[config.mk]
export PLATFORM = sky130hd
export DESIGN_NAME = motor_kill_condition_monitor
export DESIGN_NICKNAME = d
export VERILOG_FILES = /design/src/core/cond_match.v /design/src/core/motor_kill_condition_monitor.v /design/src/core/word_loader.v
export VERILOG_INCLUDE_DIRS = /design/src /design/src/core
export SDC_FILE = /design/constraint.sdc
export NUM_CORES = 1
export LEC_CHECK = 0
export ABC_AREA = 0
export ABC_CLOCK_PERIOD_IN_PS = 5100
export BUFFER_PORTS_ARGS = -buffer_cell sky130_fd_sc_hd__buf_4
export CAP_MARGIN = 20
export CORE_MARGIN = 2
export CORE_UTILIZATION = 50
export CTS_BUF_LIST = sky130_fd_sc_hd__clkbuf_8
export CTS_CLUSTER_DIAMETER = 30
export DETAILED_ROUTE_END_ITERATION = 16
export PLACE_DENSITY = 0.7
export SLEW_MARGIN = 20
export SYNTH_ARGS = -nofsm -noshare
export SYNTH_HDL_FRONTEND = slang
export SYNTH_SLANG_ARGS = --single-unit
export TNS_END_PERCENT = 10
[constraint.sdc]
create_clock -name aclk -period 5.1 [get_ports aclk]
set_input_delay 0.255 -clock aclk [delete_from_list [all_inputs] [get_ports aclk]]
set_output_delay 0.255 -clock aclk [all_outputs]
set_load 0.005 [all_outputs]
[src/core/kill_monitor_defines.vh]
// Purpose: Constants for the motor shutdown supervisor.
// Assumes: Included by bare name from the monitor and loader design files.
// Notes: Register offsets are byte addresses on the AXI4-Lite slave.
`ifndef KILL_MONITOR_DEFINES_VH
`define KILL_MONITOR_DEFINES_VH
`define OFS_ENABLE_PRI     8'h00
`define OFS_STATE_PRI      8'h04
`define OFS_ENABLE_SEC     8'h08
`define OFS_STATE_SEC      8'h0C
`define OFS_ENABLE_XIO     8'h10
`define OFS_STATE_XIO      8'h14
`define OFS_RECOVERY       8'h18
`define OFS_PROC_TRIP      8'h1C
`define OFS_DRV_TRIP       8'h20
`define OFS_CONTROL        8'h24
`define OFS_STATUS         8'h28
`define OFS_CLEAR          8'h2C
`define OFS_CMD            8'h30
`define OVERTEMP_BIT       7
`define INPUT1_BIT         4
`define MOVE_ERR_BIT       8
`define LOW_VOLT_BIT       14
`define ENABLE_PRI_RESET   16'h0080
`define STATE_PRI_RESET    16'h0000
`define RECOVERY_RESET     16'h0000
`define PROC_TRIP_RESET    16'h0000
`define DRV_TRIP_RESET     16'h000A
`define RECOVERY_NONE      16'h0000
`define RECOVERY_ADDR0     16'hFFFF
`define OPC_COND_CONFIG    16'h00A7
`define OPC_COND_CONFIG_EXT 16'h00DC
`define OPC_RECOVERY       16'h00B5
`define OPC_PROC_TRIP      16'h0083
`define OPC_DRV_TRIP       16'h00D4
`define CTL_KEEP_BIT       0
`define CTL_MULTI_BIT      1
`define CTL_DRV_EN_BIT     2
`define ST_KILLED_BIT      0
`define ST_OVERVOLT_BIT    1
`define ST_LOWVOLT_BIT     2
`define RESP_OKAY          2'b00
`define RESP_SLVERR        2'b10
`endif

[src/core/cond_match.v]
// Purpose: Per-bit match of one status word against its enable and state words.
// Assumes: Inputs synchronous to aclk.
// Notes: Pure combinational reduction.
`timescale 1ns/1ps
module cond_match #(
  parameter W = 16
) (
  input  wire [W-1:0] status_word,
  input  wire [W-1:0] enable_word,
  input  wire [W-1:0] state_word,
  output wire         hit
);
  wire [W-1:0] bit_hit;
  genvar i;
  generate
    for (i = 0; i < W; i = i + 1) begin : g_bit
      // A disabled bit never contributes.
      assign bit_hit[i] = enable_word[i] & ~(status_word[i] ^ state_word[i]);
    end
  endgenerate
  assign hit = |bit_hit;
endmodule

[src/core/motor_kill_condition_monitor.v]
// Purpose: Shutdown supervisor: condition match, over-voltage, recovery and supply trip.
// Assumes: Status words and measured voltages are synchronous to aclk.
// Notes: Configuration arrives over AXI4-Lite or as serial command words.
//
// Our own choices: the register addresses and the AXI4-Lite register port.
`timescale 1ns/1ps
`include "kill_monitor_defines.vh"
module motor_kill_condition_monitor (
  input  wire        aclk,
  input  wire        aresetn,
  input  wire [7:0]  s_axi_awaddr,
  input  wire        s_axi_awvalid,
  output wire        s_axi_awready,
  input  wire [31:0] s_axi_wdata,
  input  wire [3:0]  s_axi_wstrb,
  input  wire        s_axi_wvalid,
  output wire        s_axi_wready,
  output reg  [1:0]  s_axi_bresp,
  output reg         s_axi_bvalid,
  input  wire        s_axi_bready,
  input  wire [7:0]  s_axi_araddr,
  input  wire        s_axi_arvalid,
  output wire        s_axi_arready,
  output reg  [31:0] s_axi_rdata,
  output reg  [1:0]  s_axi_rresp,
  output reg         s_axi_rvalid,
  input  wire        s_axi_rready,
  input  wire        cmd_valid,
  input  wire [15:0] cmd_word,
  input  wire [15:0] primary_status_word,
  input  wire [15:0] secondary_status_word,
  input  wire [15:0] extended_io_word,
  input  wire        overvolt,
  input  wire [15:0] processor_volts,
  output reg         driver_enable,
  output reg         short_windings,
  output reg         abort_motion,
  output reg         recovery_start,
  output reg  [15:0] recovery_addr,
  output reg         low_voltage_status,
  output reg         power_low_start
);
  reg [15:0] en_pri_q;
  reg [15:0] st_pri_q;
  reg [15:0] en_sec_q;
  reg [15:0] st_sec_q;
  reg [15:0] en_xio_q;
  reg [15:0] st_xio_q;
  reg [15:0] recovery_q;
  reg [15:0] proc_trip_q;
  reg [15:0] drv_trip_q;
  reg        keep_q;
  reg        multi_q;
  reg        killed_q;
  reg        ov_seen_q;
  reg        aw_q;
  reg        w_q;
  reg [7:0]  awaddr_q;
  reg [31:0] wdata_q;
  reg [3:0]  wstrb_q;

  wire        ld_done;
  wire [15:0] ld_opcode;
  wire [95:0] ld_args;
  wire        hit_pri;
  wire        hit_sec;
  wire        hit_xio;

  word_loader u_loader (
    .aclk      (aclk),
    .aresetn   (aresetn),
    .cmd_valid (cmd_valid),
    .cmd_word  (cmd_word),
    .done      (ld_done),
    .opcode    (ld_opcode),
    .args      (ld_args)
  );

  cond_match #(.W(16)) u_pri (
    .status_word (primary_status_word),
    .enable_word (en_pri_q),
    .state_word  (st_pri_q),
    .hit         (hit_pri)
  );
  cond_match #(.W(16)) u_sec (
    .status_word (secondary_status_word),
    .enable_word (en_sec_q),
    .state_word  (st_sec_q),
    .hit         (hit_sec)
  );
  cond_match #(.W(16)) u_xio (
    .status_word (extended_io_word),
    .enable_word (en_xio_q),
    .state_word  (st_xio_q),
    .hit         (hit_xio)
  );

  // The over-temperature flag reads low when hot, so a zero state word catches it.
  wire kill_req = hit_pri | hit_sec | hit_xio;
  wire ov_kill  = overvolt & driver_enable;
  wire keep_eff = keep_q & multi_q;
  // A disabled check (zero threshold) never trips.
  wire proc_low = (proc_trip_q != 16'h0000) && (processor_volts < proc_trip_q);

  // Write channel: address and data may arrive in either order.
  wire wr_go = aw_q & w_q & ~s_axi_bvalid;
  assign s_axi_awready = ~aw_q & ~s_axi_bvalid;
  assign s_axi_wready  = ~w_q & ~s_axi_bvalid;
  assign s_axi_arready = ~s_axi_rvalid;
  wire sw_wr = wr_go & (wstrb_q[1:0] == 2'b11);
  wire ld_args_len2 = (ld_opcode == `OPC_COND_CONFIG);
  wire ld_ext = (ld_opcode == `OPC_COND_CONFIG_EXT);
  wire cmd_drv_en = sw_wr && awaddr_q == `OFS_CONTROL && wdata_q[`CTL_DRV_EN_BIT];
  wire clr_wr = wr_go && awaddr_q == `OFS_CLEAR;

  function map_ok;
    input [7:0] a;
    begin
      map_ok = (a <= `OFS_CMD) && (a[1:0] == 2'b00);
    end
  endfunction

  always @(posedge aclk) begin
    if (!aresetn) begin
      aw_q         <= 1'b0;
      w_q          <= 1'b0;
      awaddr_q     <= 8'h00;
      wdata_q      <= 32'h0000_0000;
      wstrb_q      <= 4'h0;
      s_axi_bvalid <= 1'b0;
      s_axi_bresp  <= `RESP_OKAY;
    end else begin
      if (s_axi_awvalid && s_axi_awready) begin
        aw_q     <= 1'b1;
        awaddr_q <= s_axi_awaddr;
      end
      if (s_axi_wvalid && s_axi_wready) begin
        w_q     <= 1'b1;
        wdata_q <= s_axi_wdata;
        wstrb_q <= s_axi_wstrb;
      end
      if (wr_go) begin
        aw_q         <= 1'b0;
        w_q          <= 1'b0;
        s_axi_bvalid <= 1'b1;
        s_axi_bresp  <= map_ok(awaddr_q) ? `RESP_OKAY : `RESP_SLVERR;
      end else if (s_axi_bvalid && s_axi_bready) begin
        s_axi_bvalid <= 1'b0;
      end
    end
  end

  // Configuration registers: serial commands and bus writes share them.
  always @(posedge aclk) begin
    if (!aresetn) begin
      en_pri_q    <= `ENABLE_PRI_RESET;
      st_pri_q    <= `STATE_PRI_RESET;
      en_sec_q    <= 16'h0000;
      st_sec_q    <= 16'h0000;
      en_xio_q    <= 16'h0000;
      st_xio_q    <= 16'h0000;
      recovery_q  <= `RECOVERY_RESET;
      proc_trip_q <= `PROC_TRIP_RESET;
      drv_trip_q  <= `DRV_TRIP_RESET;
      keep_q      <= 1'b0;
      multi_q     <= 1'b0;
    end else begin
      if (ld_done) begin
        if (ld_args_len2) begin
          en_pri_q <= ld_args[79:64];
          st_pri_q <= ld_args[95:80];
        end else if (ld_ext) begin
          en_pri_q <= ld_args[15:0];
          st_pri_q <= ld_args[31:16];
          en_sec_q <= ld_args[47:32];
          st_sec_q <= ld_args[63:48];
          en_xio_q <= ld_args[79:64];
          st_xio_q <= ld_args[95:80];
        end else if (ld_opcode == `OPC_RECOVERY) begin
          recovery_q <= ld_args[95:80];
        end else if (ld_opcode == `OPC_PROC_TRIP) begin
          proc_trip_q <= ld_args[95:80];
        end else if (ld_opcode == `OPC_DRV_TRIP) begin
          drv_trip_q <= ld_args[95:80];
        end
      end else if (sw_wr) begin
        case (awaddr_q)
          `OFS_ENABLE_PRI: en_pri_q <= wdata_q[15:0];
          `OFS_STATE_PRI:  st_pri_q <= wdata_q[15:0];
          `OFS_ENABLE_SEC: en_sec_q <= wdata_q[15:0];
          `OFS_STATE_SEC:  st_sec_q <= wdata_q[15:0];
          `OFS_ENABLE_XIO: en_xio_q <= wdata_q[15:0];
          `OFS_STATE_XIO:  st_xio_q <= wdata_q[15:0];
          `OFS_RECOVERY:   recovery_q <= wdata_q[15:0];
          `OFS_PROC_TRIP:  proc_trip_q <= wdata_q[15:0];
          `OFS_DRV_TRIP:   drv_trip_q <= wdata_q[15:0];
          `OFS_CONTROL: begin
            keep_q  <= wdata_q[`CTL_KEEP_BIT];
            multi_q <= wdata_q[`CTL_MULTI_BIT];
          end
          default: begin
          end
        endcase
      end
      // The trip wins over any write in the same cycle so it cannot refire.
      if (proc_low) begin
        proc_trip_q <= 16'h0000;
        drv_trip_q  <= 16'h0000;
      end
    end
  end

  // Shutdown sequencing and driver control.
  always @(posedge aclk) begin
    if (!aresetn) begin
      driver_enable      <= 1'b0;
      short_windings     <= 1'b0;
      abort_motion       <= 1'b0;
      recovery_start     <= 1'b0;
      recovery_addr      <= 16'h0000;
      killed_q           <= 1'b0;
      ov_seen_q          <= 1'b0;
      low_voltage_status <= 1'b0;
      power_low_start    <= 1'b0;
    end else begin
      abort_motion    <= 1'b0;
      recovery_start  <= 1'b0;
      power_low_start <= 1'b0;
      short_windings  <= overvolt & (driver_enable | short_windings);
      if (cmd_drv_en) begin
        driver_enable <= 1'b1;
      end
      if (ov_kill) begin
        driver_enable <= 1'b0;
        ov_seen_q     <= 1'b1;
      end
      if (kill_req && !killed_q) begin
        killed_q <= 1'b1;
        if (!keep_eff || recovery_q == `RECOVERY_NONE) begin
          driver_enable <= 1'b0;
        end
        if (recovery_q == `RECOVERY_NONE) begin
          abort_motion <= 1'b1;
        end else if (recovery_q == `RECOVERY_ADDR0) begin
          recovery_start <= 1'b1;
          recovery_addr  <= 16'h0000;
        end else begin
          recovery_start <= 1'b1;
          recovery_addr  <= recovery_q;
        end
      end else if (!kill_req && clr_wr && wdata_q[`ST_KILLED_BIT]) begin
        killed_q <= 1'b0;
      end
      if (proc_low) begin
        low_voltage_status <= 1'b1;
        power_low_start    <= 1'b1;
      end else if (clr_wr && wdata_q[`ST_LOWVOLT_BIT]) begin
        low_voltage_status <= 1'b0;
      end
      if (!ov_kill && clr_wr && wdata_q[`ST_OVERVOLT_BIT]) begin
        ov_seen_q <= 1'b0;
      end
    end
  end

  // Read channel.
  always @(posedge aclk) begin
    if (!aresetn) begin
      s_axi_rvalid <= 1'b0;
      s_axi_rdata  <= 32'h0000_0000;
      s_axi_rresp  <= `RESP_OKAY;
    end else if (s_axi_arvalid && s_axi_arready) begin
      s_axi_rvalid <= 1'b1;
      s_axi_rresp  <= map_ok(s_axi_araddr) ? `RESP_OKAY : `RESP_SLVERR;
      case (s_axi_araddr)
        `OFS_ENABLE_PRI: s_axi_rdata <= {16'h0000, en_pri_q};
        `OFS_STATE_PRI:  s_axi_rdata <= {16'h0000, st_pri_q};
        `OFS_ENABLE_SEC: s_axi_rdata <= {16'h0000, en_sec_q};
        `OFS_STATE_SEC:  s_axi_rdata <= {16'h0000, st_sec_q};
        `OFS_ENABLE_XIO: s_axi_rdata <= {16'h0000, en_xio_q};
        `OFS_STATE_XIO:  s_axi_rdata <= {16'h0000, st_xio_q};
        `OFS_RECOVERY:   s_axi_rdata <= {16'h0000, recovery_q};
        `OFS_PROC_TRIP:  s_axi_rdata <= {16'h0000, proc_trip_q};
        `OFS_DRV_TRIP:   s_axi_rdata <= {16'h0000, drv_trip_q};
        `OFS_CONTROL:    s_axi_rdata <= {29'h0, driver_enable, multi_q, keep_q};
        `OFS_STATUS:     s_axi_rdata <= {29'h0, low_voltage_status, ov_seen_q, killed_q};
        default:         s_axi_rdata <= 32'h0000_0000;
      endcase
    end else if (s_axi_rvalid && s_axi_rready) begin
      s_axi_rvalid <= 1'b0;
    end
  end
endmodule

[src/core/word_loader.v]
// Purpose: Collects the words of a serial configuration command.
// Assumes: One word per cycle on cmd_valid; the opcode word comes first.
// Notes: Emits a one-cycle done pulse with all words captured.
`timescale 1ns/1ps
`include "kill_monitor_defines.vh"
module word_loader (
  input  wire        aclk,
  input  wire        aresetn,
  input  wire        cmd_valid,
  input  wire [15:0] cmd_word,
  output reg         done,
  output reg  [15:0] opcode,
  output reg  [95:0] args
);
  reg [2:0] need_q;
  reg [2:0] cnt_q;
  reg [2:0] need;
  always @* begin
    case (cmd_word)
      `OPC_COND_CONFIG:     need = 3'd2;
      `OPC_COND_CONFIG_EXT: need = 3'd6;
      `OPC_RECOVERY:        need = 3'd1;
      `OPC_PROC_TRIP:       need = 3'd1;
      `OPC_DRV_TRIP:        need = 3'd1;
      default:              need = 3'd0;
    endcase
  end
  always @(posedge aclk) begin
    if (!aresetn) begin
      need_q <= 3'd0;
      cnt_q  <= 3'd0;
      done   <= 1'b0;
      opcode <= 16'h0000;
      args   <= 96'h0;
    end else begin
      done <= 1'b0;
      if (cmd_valid) begin
        if (cnt_q == 3'd0) begin
          opcode <= cmd_word;
          need_q <= need;
          if (need != 3'd0) begin
            cnt_q <= 3'd1;
          end
        end else begin
          args <= {cmd_word, args[95:16]};
          if (cnt_q == need_q) begin
            cnt_q <= 3'd0;
            done  <= 1'b1;
          end else begin
            cnt_q <= cnt_q + 3'd1;
          end
        end
      end
    end
  end
endmodule

# --- Yosys cells after proc, flatten, opt, wreduce, memory -nomap -nowiden ---
# Index checks and enable logic that the tools add are counted.
op_classes:
  addsub: 1
  magnitude_cmp: 3
  n_eq_ne: 48
  n_mux: 76
  bitwise_logic: 164
  n_reduce_logical: 70
op_table:
  columns: ["operator", "count"]
  rows:
  - ["two-way mux 16 bit", 52]
  - ["case mux 16 bit (11 select lines)", 1]
  - ["equality test 16 x 8 -> 1 bit, second input constant", 10]
  - ["equality test 8 x 5 -> 1 bit, second input constant", 8]
  - ["NOT 1 bit", 57]
  - ["AND 1 bit", 56]
  - ["equality test 8 x 6 -> 1 bit, second input constant", 6]
  - ["OR reduction 16 bit", 3]
  - ["XOR 1 bit", 48]
  - ["equality test 8 x 4 -> 1 bit, second input constant", 4]
  - ["nonzero test 2 bit", 14]
  - ["!= test 2 bit, second input constant", 9]
  - ["!= test 3 bit, second input constant", 6]
  - ["logical AND 1 bit", 17]
  - ["equality test 16 bit, second input constant", 1]
  - ["equality test 8 x 3 -> 1 bit, second input constant", 2]
  - ["<= comparator 8 x 6 -> 1 bit, second input constant", 2]
  - ["logical NOT 16 bit", 1]
  - ["logical NOT 8 bit", 2]
  - ["< comparator 16 bit", 1]
  - ["two-way mux 1 bit", 16]
  - ["AND reduction 4 bit", 4]
  - ["nonzero test 16 bit", 1]
  - ["AND reduction 7 bit", 2]
  - ["other kinds (19)", 39]
totals:
  regBits: 355
  inputBits: 141
  out_inout_bits: 63

# --- Logic depth before layout (Yosys ltp) ---
logic_depth:
  word_depth: 11
  depth_mapped: 9
  mapped_depth_nobuf: 8

# --- By module ---
# From an unflattened synthesis, not the netlist that was laid out.
hier_totals:
  hier_cells: 1854
  area_unflattened_um2: 15960.3
by_module_without_submodules:
  columns: ["mod", "n_inst", "cells_each", "area_each_um2"]
  rows:
  - ["motor_kill_condition_monitor", 1, 1227, 10616.4]
  - ["word_loader", 1, 552, 4653.2]
  - ["cond_match", 3, 25, 230.2]

# --- Least setup slack after synthesis ---
# OpenSTA, ideal clock, no wires.
synth_path:
  path_kind: "reg-to-reg"
  start: "reg u_loader.opcode[12]"
  end: "reg st_xio_q[15]"
  setup_time_ps: 59
  t_arrival_ps: 2365
  setup_slack_ps: 2676
  stages_incl_launch_ff: 10
  path_buffers: 3
  cell_sequence: "dfxtp_1 or4b_4 nand4bb_1 or2_0 buf_2 a222oi_1 buf_4 buf_12 mux2i_1 and2_1"
synth_via:
  elab_chain_len: 3
  word_cells_on_any_way: 5
  cone_classes: "eq/ne: 4; reduce/logical: 1"
synth_rtl:
  columns: ["item", "line_no", "text"]
  rows:
  - ["start: declaration", "word_loader.v:12", "output reg [15:0] opcode,"]
  - ["start signal: assignment", "word_loader.v:39", "opcode <= cmd_word;"]
  - ["equality test 16 x 8 -> 1 bit (no source line)", null, null]
  - ["!= test 2 bit (no source line)", null, null]
  - ["AND reduction 4 bit (no source line) (*)", null, null]
  - ["end signal: assignment", "motor_kill_condition_monitor.v:178", "st_xio_q <= ld_args[95:80];"]
  - ["end signal: assignment", "motor_kill_condition_monitor.v:193", "`OFS_STATE_XIO: st_xio_q <= wdata_q[15:0];"]
  - ["end: declaration", "motor_kill_condition_monitor.v:48", "reg [15:0] st_xio_q;"]
# Every way passes the cells marked *; elsewhere a longest branch is shown, timed or not.
# A chain may end at the register's enable or synchronous reset.

# --- Worst setup path after layout ---
layout_path:
  start: "reg u_loader.opcode[12]"
  end: "reg st_pri_q[15]"
layout_via:
  elab_chain_len: 3
  word_cells_on_any_way: 6
  cone_classes: "eq/ne: 3; mux: 2; reduce/logical: 1"
layout_rtl:
  columns: ["item", "line_no", "text"]
  rows:
  - ["equality test 16 x 8 -> 1 bit (no source line)", null, null]
  - ["!= test 3 bit (no source line) / two-way mux 16 bit (equally long branches)", null, null]
  - ["AND reduction 3 bit (no source line) / two-way mux 16 bit (equally long branches)", null, null]
  - ["end signal: assignment", "motor_kill_condition_monitor.v:157", "st_pri_q <= `STATE_PRI_RESET;"]
  - ["end signal: assignment", "motor_kill_condition_monitor.v:171", "st_pri_q <= ld_args[95:80];"]
  - ["end signal: assignment", "motor_kill_condition_monitor.v:174", "st_pri_q <= ld_args[31:16];"]
  - ["end: declaration", "motor_kill_condition_monitor.v:44", "reg [15:0] st_pri_q;"]
# Parallel ways exist; a longest one is shown, timed or not.

==> run_results.csv <==
group,metric,value,unit
final_layout,antenna_cells,0,
clocking,cts.clk_slew.worst_paths,50,ps
grt,grt_pass1_vias,14300,
logic_synthesis,synth_cell_types,72,
grt,grt_pass1_wl,83500,um
logic_synthesis,synth_common_cells,"472 x nand2_1, 337 x dfxtp_1, 142 x a21boi_0",
routing,avgRoutedWirePerCell,21.8,um
grt,antenna_found_initial,0,
final_layout,drive_above_1_share,15.6,%
critical_path,cpPeakStageDelay,820,ps
logic_synthesis,synthArstFlopShare,0,%
final_layout,area_growth,21.8,%
logic_synthesis,synth-edff-count,0,
critical_path,cp-end-kind,"flop",
grt,grt_max_degree,106,
grt,grt_overflow,0,
logic_synthesis,synth_cells,1942,
pwr,total_power,0.00646,W
clocking,cts-buffers-inserted,75,
timing,setup_violations,0,
grt,grtUsageTotal,32.5,%
final_layout,seqCellArea,6750,um^2
outcome,outcome,"complete, no violations",
job,maxCapViolations,0,
clocking,cts_root_buf,"clkbuf_8",
clocking,clk_latency,600,ps
critical_path,cp_max_fo,33,
critical_path,cp_slowest_cell,"a21boi_2",
logic_synthesis,post_synth.cell_area_avg,8.34,um^2
critical_path,worstRegToRegCells,7,
critical_path,r2r-end,"st_pri_q[15]",
pwr,power_frac_clock,51.2,%
die,die-height,184,um
routing,drtIter0Drc,1516,
final_layout,fin_util,62.2,%
place,portBuffers,167,
pwr,switchingPower,0.00159,W
timing,finalWorstPathRequiredPeriod,3090,ps
timing,maxSlewViolCount,0,
timing,fmax,324,MHz
die,std_cell_rows,65,
timing,fin_crit_sh,60.5,%
final_layout,nNetsFinal,2278,
logic_synthesis,netlist.top_cell.by_area,"dfxtp_1",
routing,via_per_inst,5.95,
clocking,htreeDepth,3,
critical_path,critPathArrivalTime,3600,ps
timing,worst_pin_slew,1120,ps
timing,fin_ws,2010,ps
pwr,p_int,0.00487,W
worst_hold_path,hold_path.class,"input port to flop",
routing,vias,15400,
logic_synthesis,synth_seq_area_share,41.7,%
routing,ant_nets,0,
logic_synthesis,yosysMostFrequentCell,"nand2_1",
pwr,p_comb_share,7.1,%
die,fp.coreArea,31700,um^2
critical_path,required,5610,ps
critical_path,r2r_start,"u_loader.opcode[12]",
timing,slew_headroom,25.2,%
pwr,p_leak,7.80,nW
critical_path,cp-start-kind,"flop",
logic_synthesis,yosysTopAreaCellShare,41.7,%
die,start_util,51.1,%
critical_path,reg2reg_slack,2010,ps
clocking,clock_path_buffers,3,
worst_hold_path,holdPathStages,3,
logic_synthesis,synth_area,16200,um^2
clocking,clock_sinks,337,
timing,hold_viol_final,0,
place,hpwl,40200,um
timing,whs,5.52,ps
critical_path,critical_path_class,"flop to flop",
routing,drc,0,
logic_synthesis,yosys-top-cells-area,"dfxtp_1 42%, nand2_1 11%, a21boi_0 6.6%",
clocking,cts_tree,"yes",
die,die-area,33800,um^2
timing,tns,0,ps
die,ios,204,
logic_synthesis,synth_ff_type,"dfxtp_1",
pwr,peakVddDrop,196,uV
place,finalWeightedCongestion,0.984,
timing,skew,28.7,ps
routing,first_pass_iters,7,
pwr,cellPowerDensity,327,nW/um^2
pwr,p_sw_share,24.6,%
logic_synthesis,ys_ff_latch,337,
worst_hold_path,hold_path_end,"wdata_q[5]",
place,pre_cts_ws,1870,ps
routing,wl,56100,um
final_layout,multi_input_area,8770,um^2
logic_synthesis,ys_warn_count,0,
final_layout,n_fill_cell,2765,
pwr,seq_power_share,41.7,%
critical_path,crit_chain,"or4b_4 -> nor3_2 -> and3_1 -> buf_4 -> o21ai_1 -> a21boi_2 -> a22o_1",
die,die_w,184,um
worst_hold_path,hp-start,"s_axi_wdata[5]",
timing,rsz0062_at_grt,"false",
[through the flow]
stage	std cells	cell area, um^2
3_3_place_gp	2400	17600
4_1_cts	2579	19700
5_1_grt	2579	19700
6_report	2579	19700
3_5_place_dp	2400	17600
2_1_floorplan	1959	16300
[placed cells by master (no fill, tap or decap), types with 52 or more instances in the layout]
master,synthesis,layout
buf_4,20,187
inv_1,40,52
a21boi_0,142,142
a21oi_1,80,79
mux2i_1,70,70
nand2_1,472,471
clkbuf_8,0,89
dfxtp_1,337,336
nor2_1,85,84
[cell families (layout without fill, tap and decap cells)]
kind of cell	after synthesis	in the layout	synth area share, %
other cells	1	18	0.0232
fa+ha+maj	17	17	1.31
mux	77	77	5.09
buf+inv	190	408	5.01
simple gates	747	747	20.6
flops	337	337	41.7
compound gates	522	522	23.6
xor+xnor	51	51	2.76
[state kept, by name, summed over array words and instances (netlist names), 8 cells and up]
register	flops
proc_trip_q	16
st_sec_q	16
recovery_q	16
wdata_q	16
u_loader.opcode	16
st_xio_q	16
en_pri_q	16
s_axi_rdata	16
recovery_addr	16
u_loader.args	96
en_sec_q	16
awaddr_q	8
drv_trip_q	16
en_xio_q	16
st_pri_q	16
[critical path: cells and delay by family, from the launching register on]
kind / cells / cell delay, ps
AO/OA/AOI/OAI: 3 / 1310
buffers and inverters: 1 / 360
flip-flops: 1 / 310
AND/OR/NAND/NOR: 3 / 1030
[power groups by stage]
stage	clock network, W	registers (W)	logic [W]
final	0.00330	0.00270	0.000457
after global routing	0.00347	0.00270	0.000487
after global placement	0	0.00275	0.000414
after floorplan	0	0.00274	0.000236
after detailed placement	0	0.00275	0.000417
after CTS	0.00333	0.00270	0.000447
[worst max path at each step]
stage                   end  cells past startpoint  slack, ps                 from
6_report       st_pri_q[15]                      7       2010  u_loader.opcode[12]
5_1_grt        st_pri_q[15]                      7       1760  u_loader.opcode[12]
4_1_cts        st_sec_q[13]                      7       1850  u_loader.opcode[12]
3_5_place_dp   st_sec_q[13]                      7       1870  u_loader.opcode[12]
3_3_place_gp    st_sec_q[9]                      7       1950  u_loader.opcode[12]
2_1_floorplan  st_xio_q[15]                      9       2680  u_loader.opcode[12]
[what timing repair did]
| item | CTS | global route |
|---|---|---|
| resized for setup | 0 | 0 |
| endpoints found under the hold margin | 58 | 0 |
| hold buffers | 45 | 0 |
| setup buffers | 0 | 0 |
[per-layer routing]
| metal | GRT usage [%] | routed length (um) |
|---|---|---|
| met2 | 50.1 | 24500 |
| met1 | 43.1 | 23800 |
| met4 | 19.0 | 3430 |
| met5 | 0 | 0 |
| met3 | 5.27 | 4450 |
[layout make-up]
| cell class | count | share of cell area [%] |
|---|---|---|
| multi-input combinational | 1432 | 44.5 |
| sequential | 337 | 34.2 |
| timing repair buffer | 233 | 9.46 |
| clock buffer | 89 | 6.21 |
| tap | 402 | 2.55 |
| clock inverter | 45 | 2.30 |
| inverter | 41 | 0.780 |
Note: power is estimated with default switching activity, not from simulation.
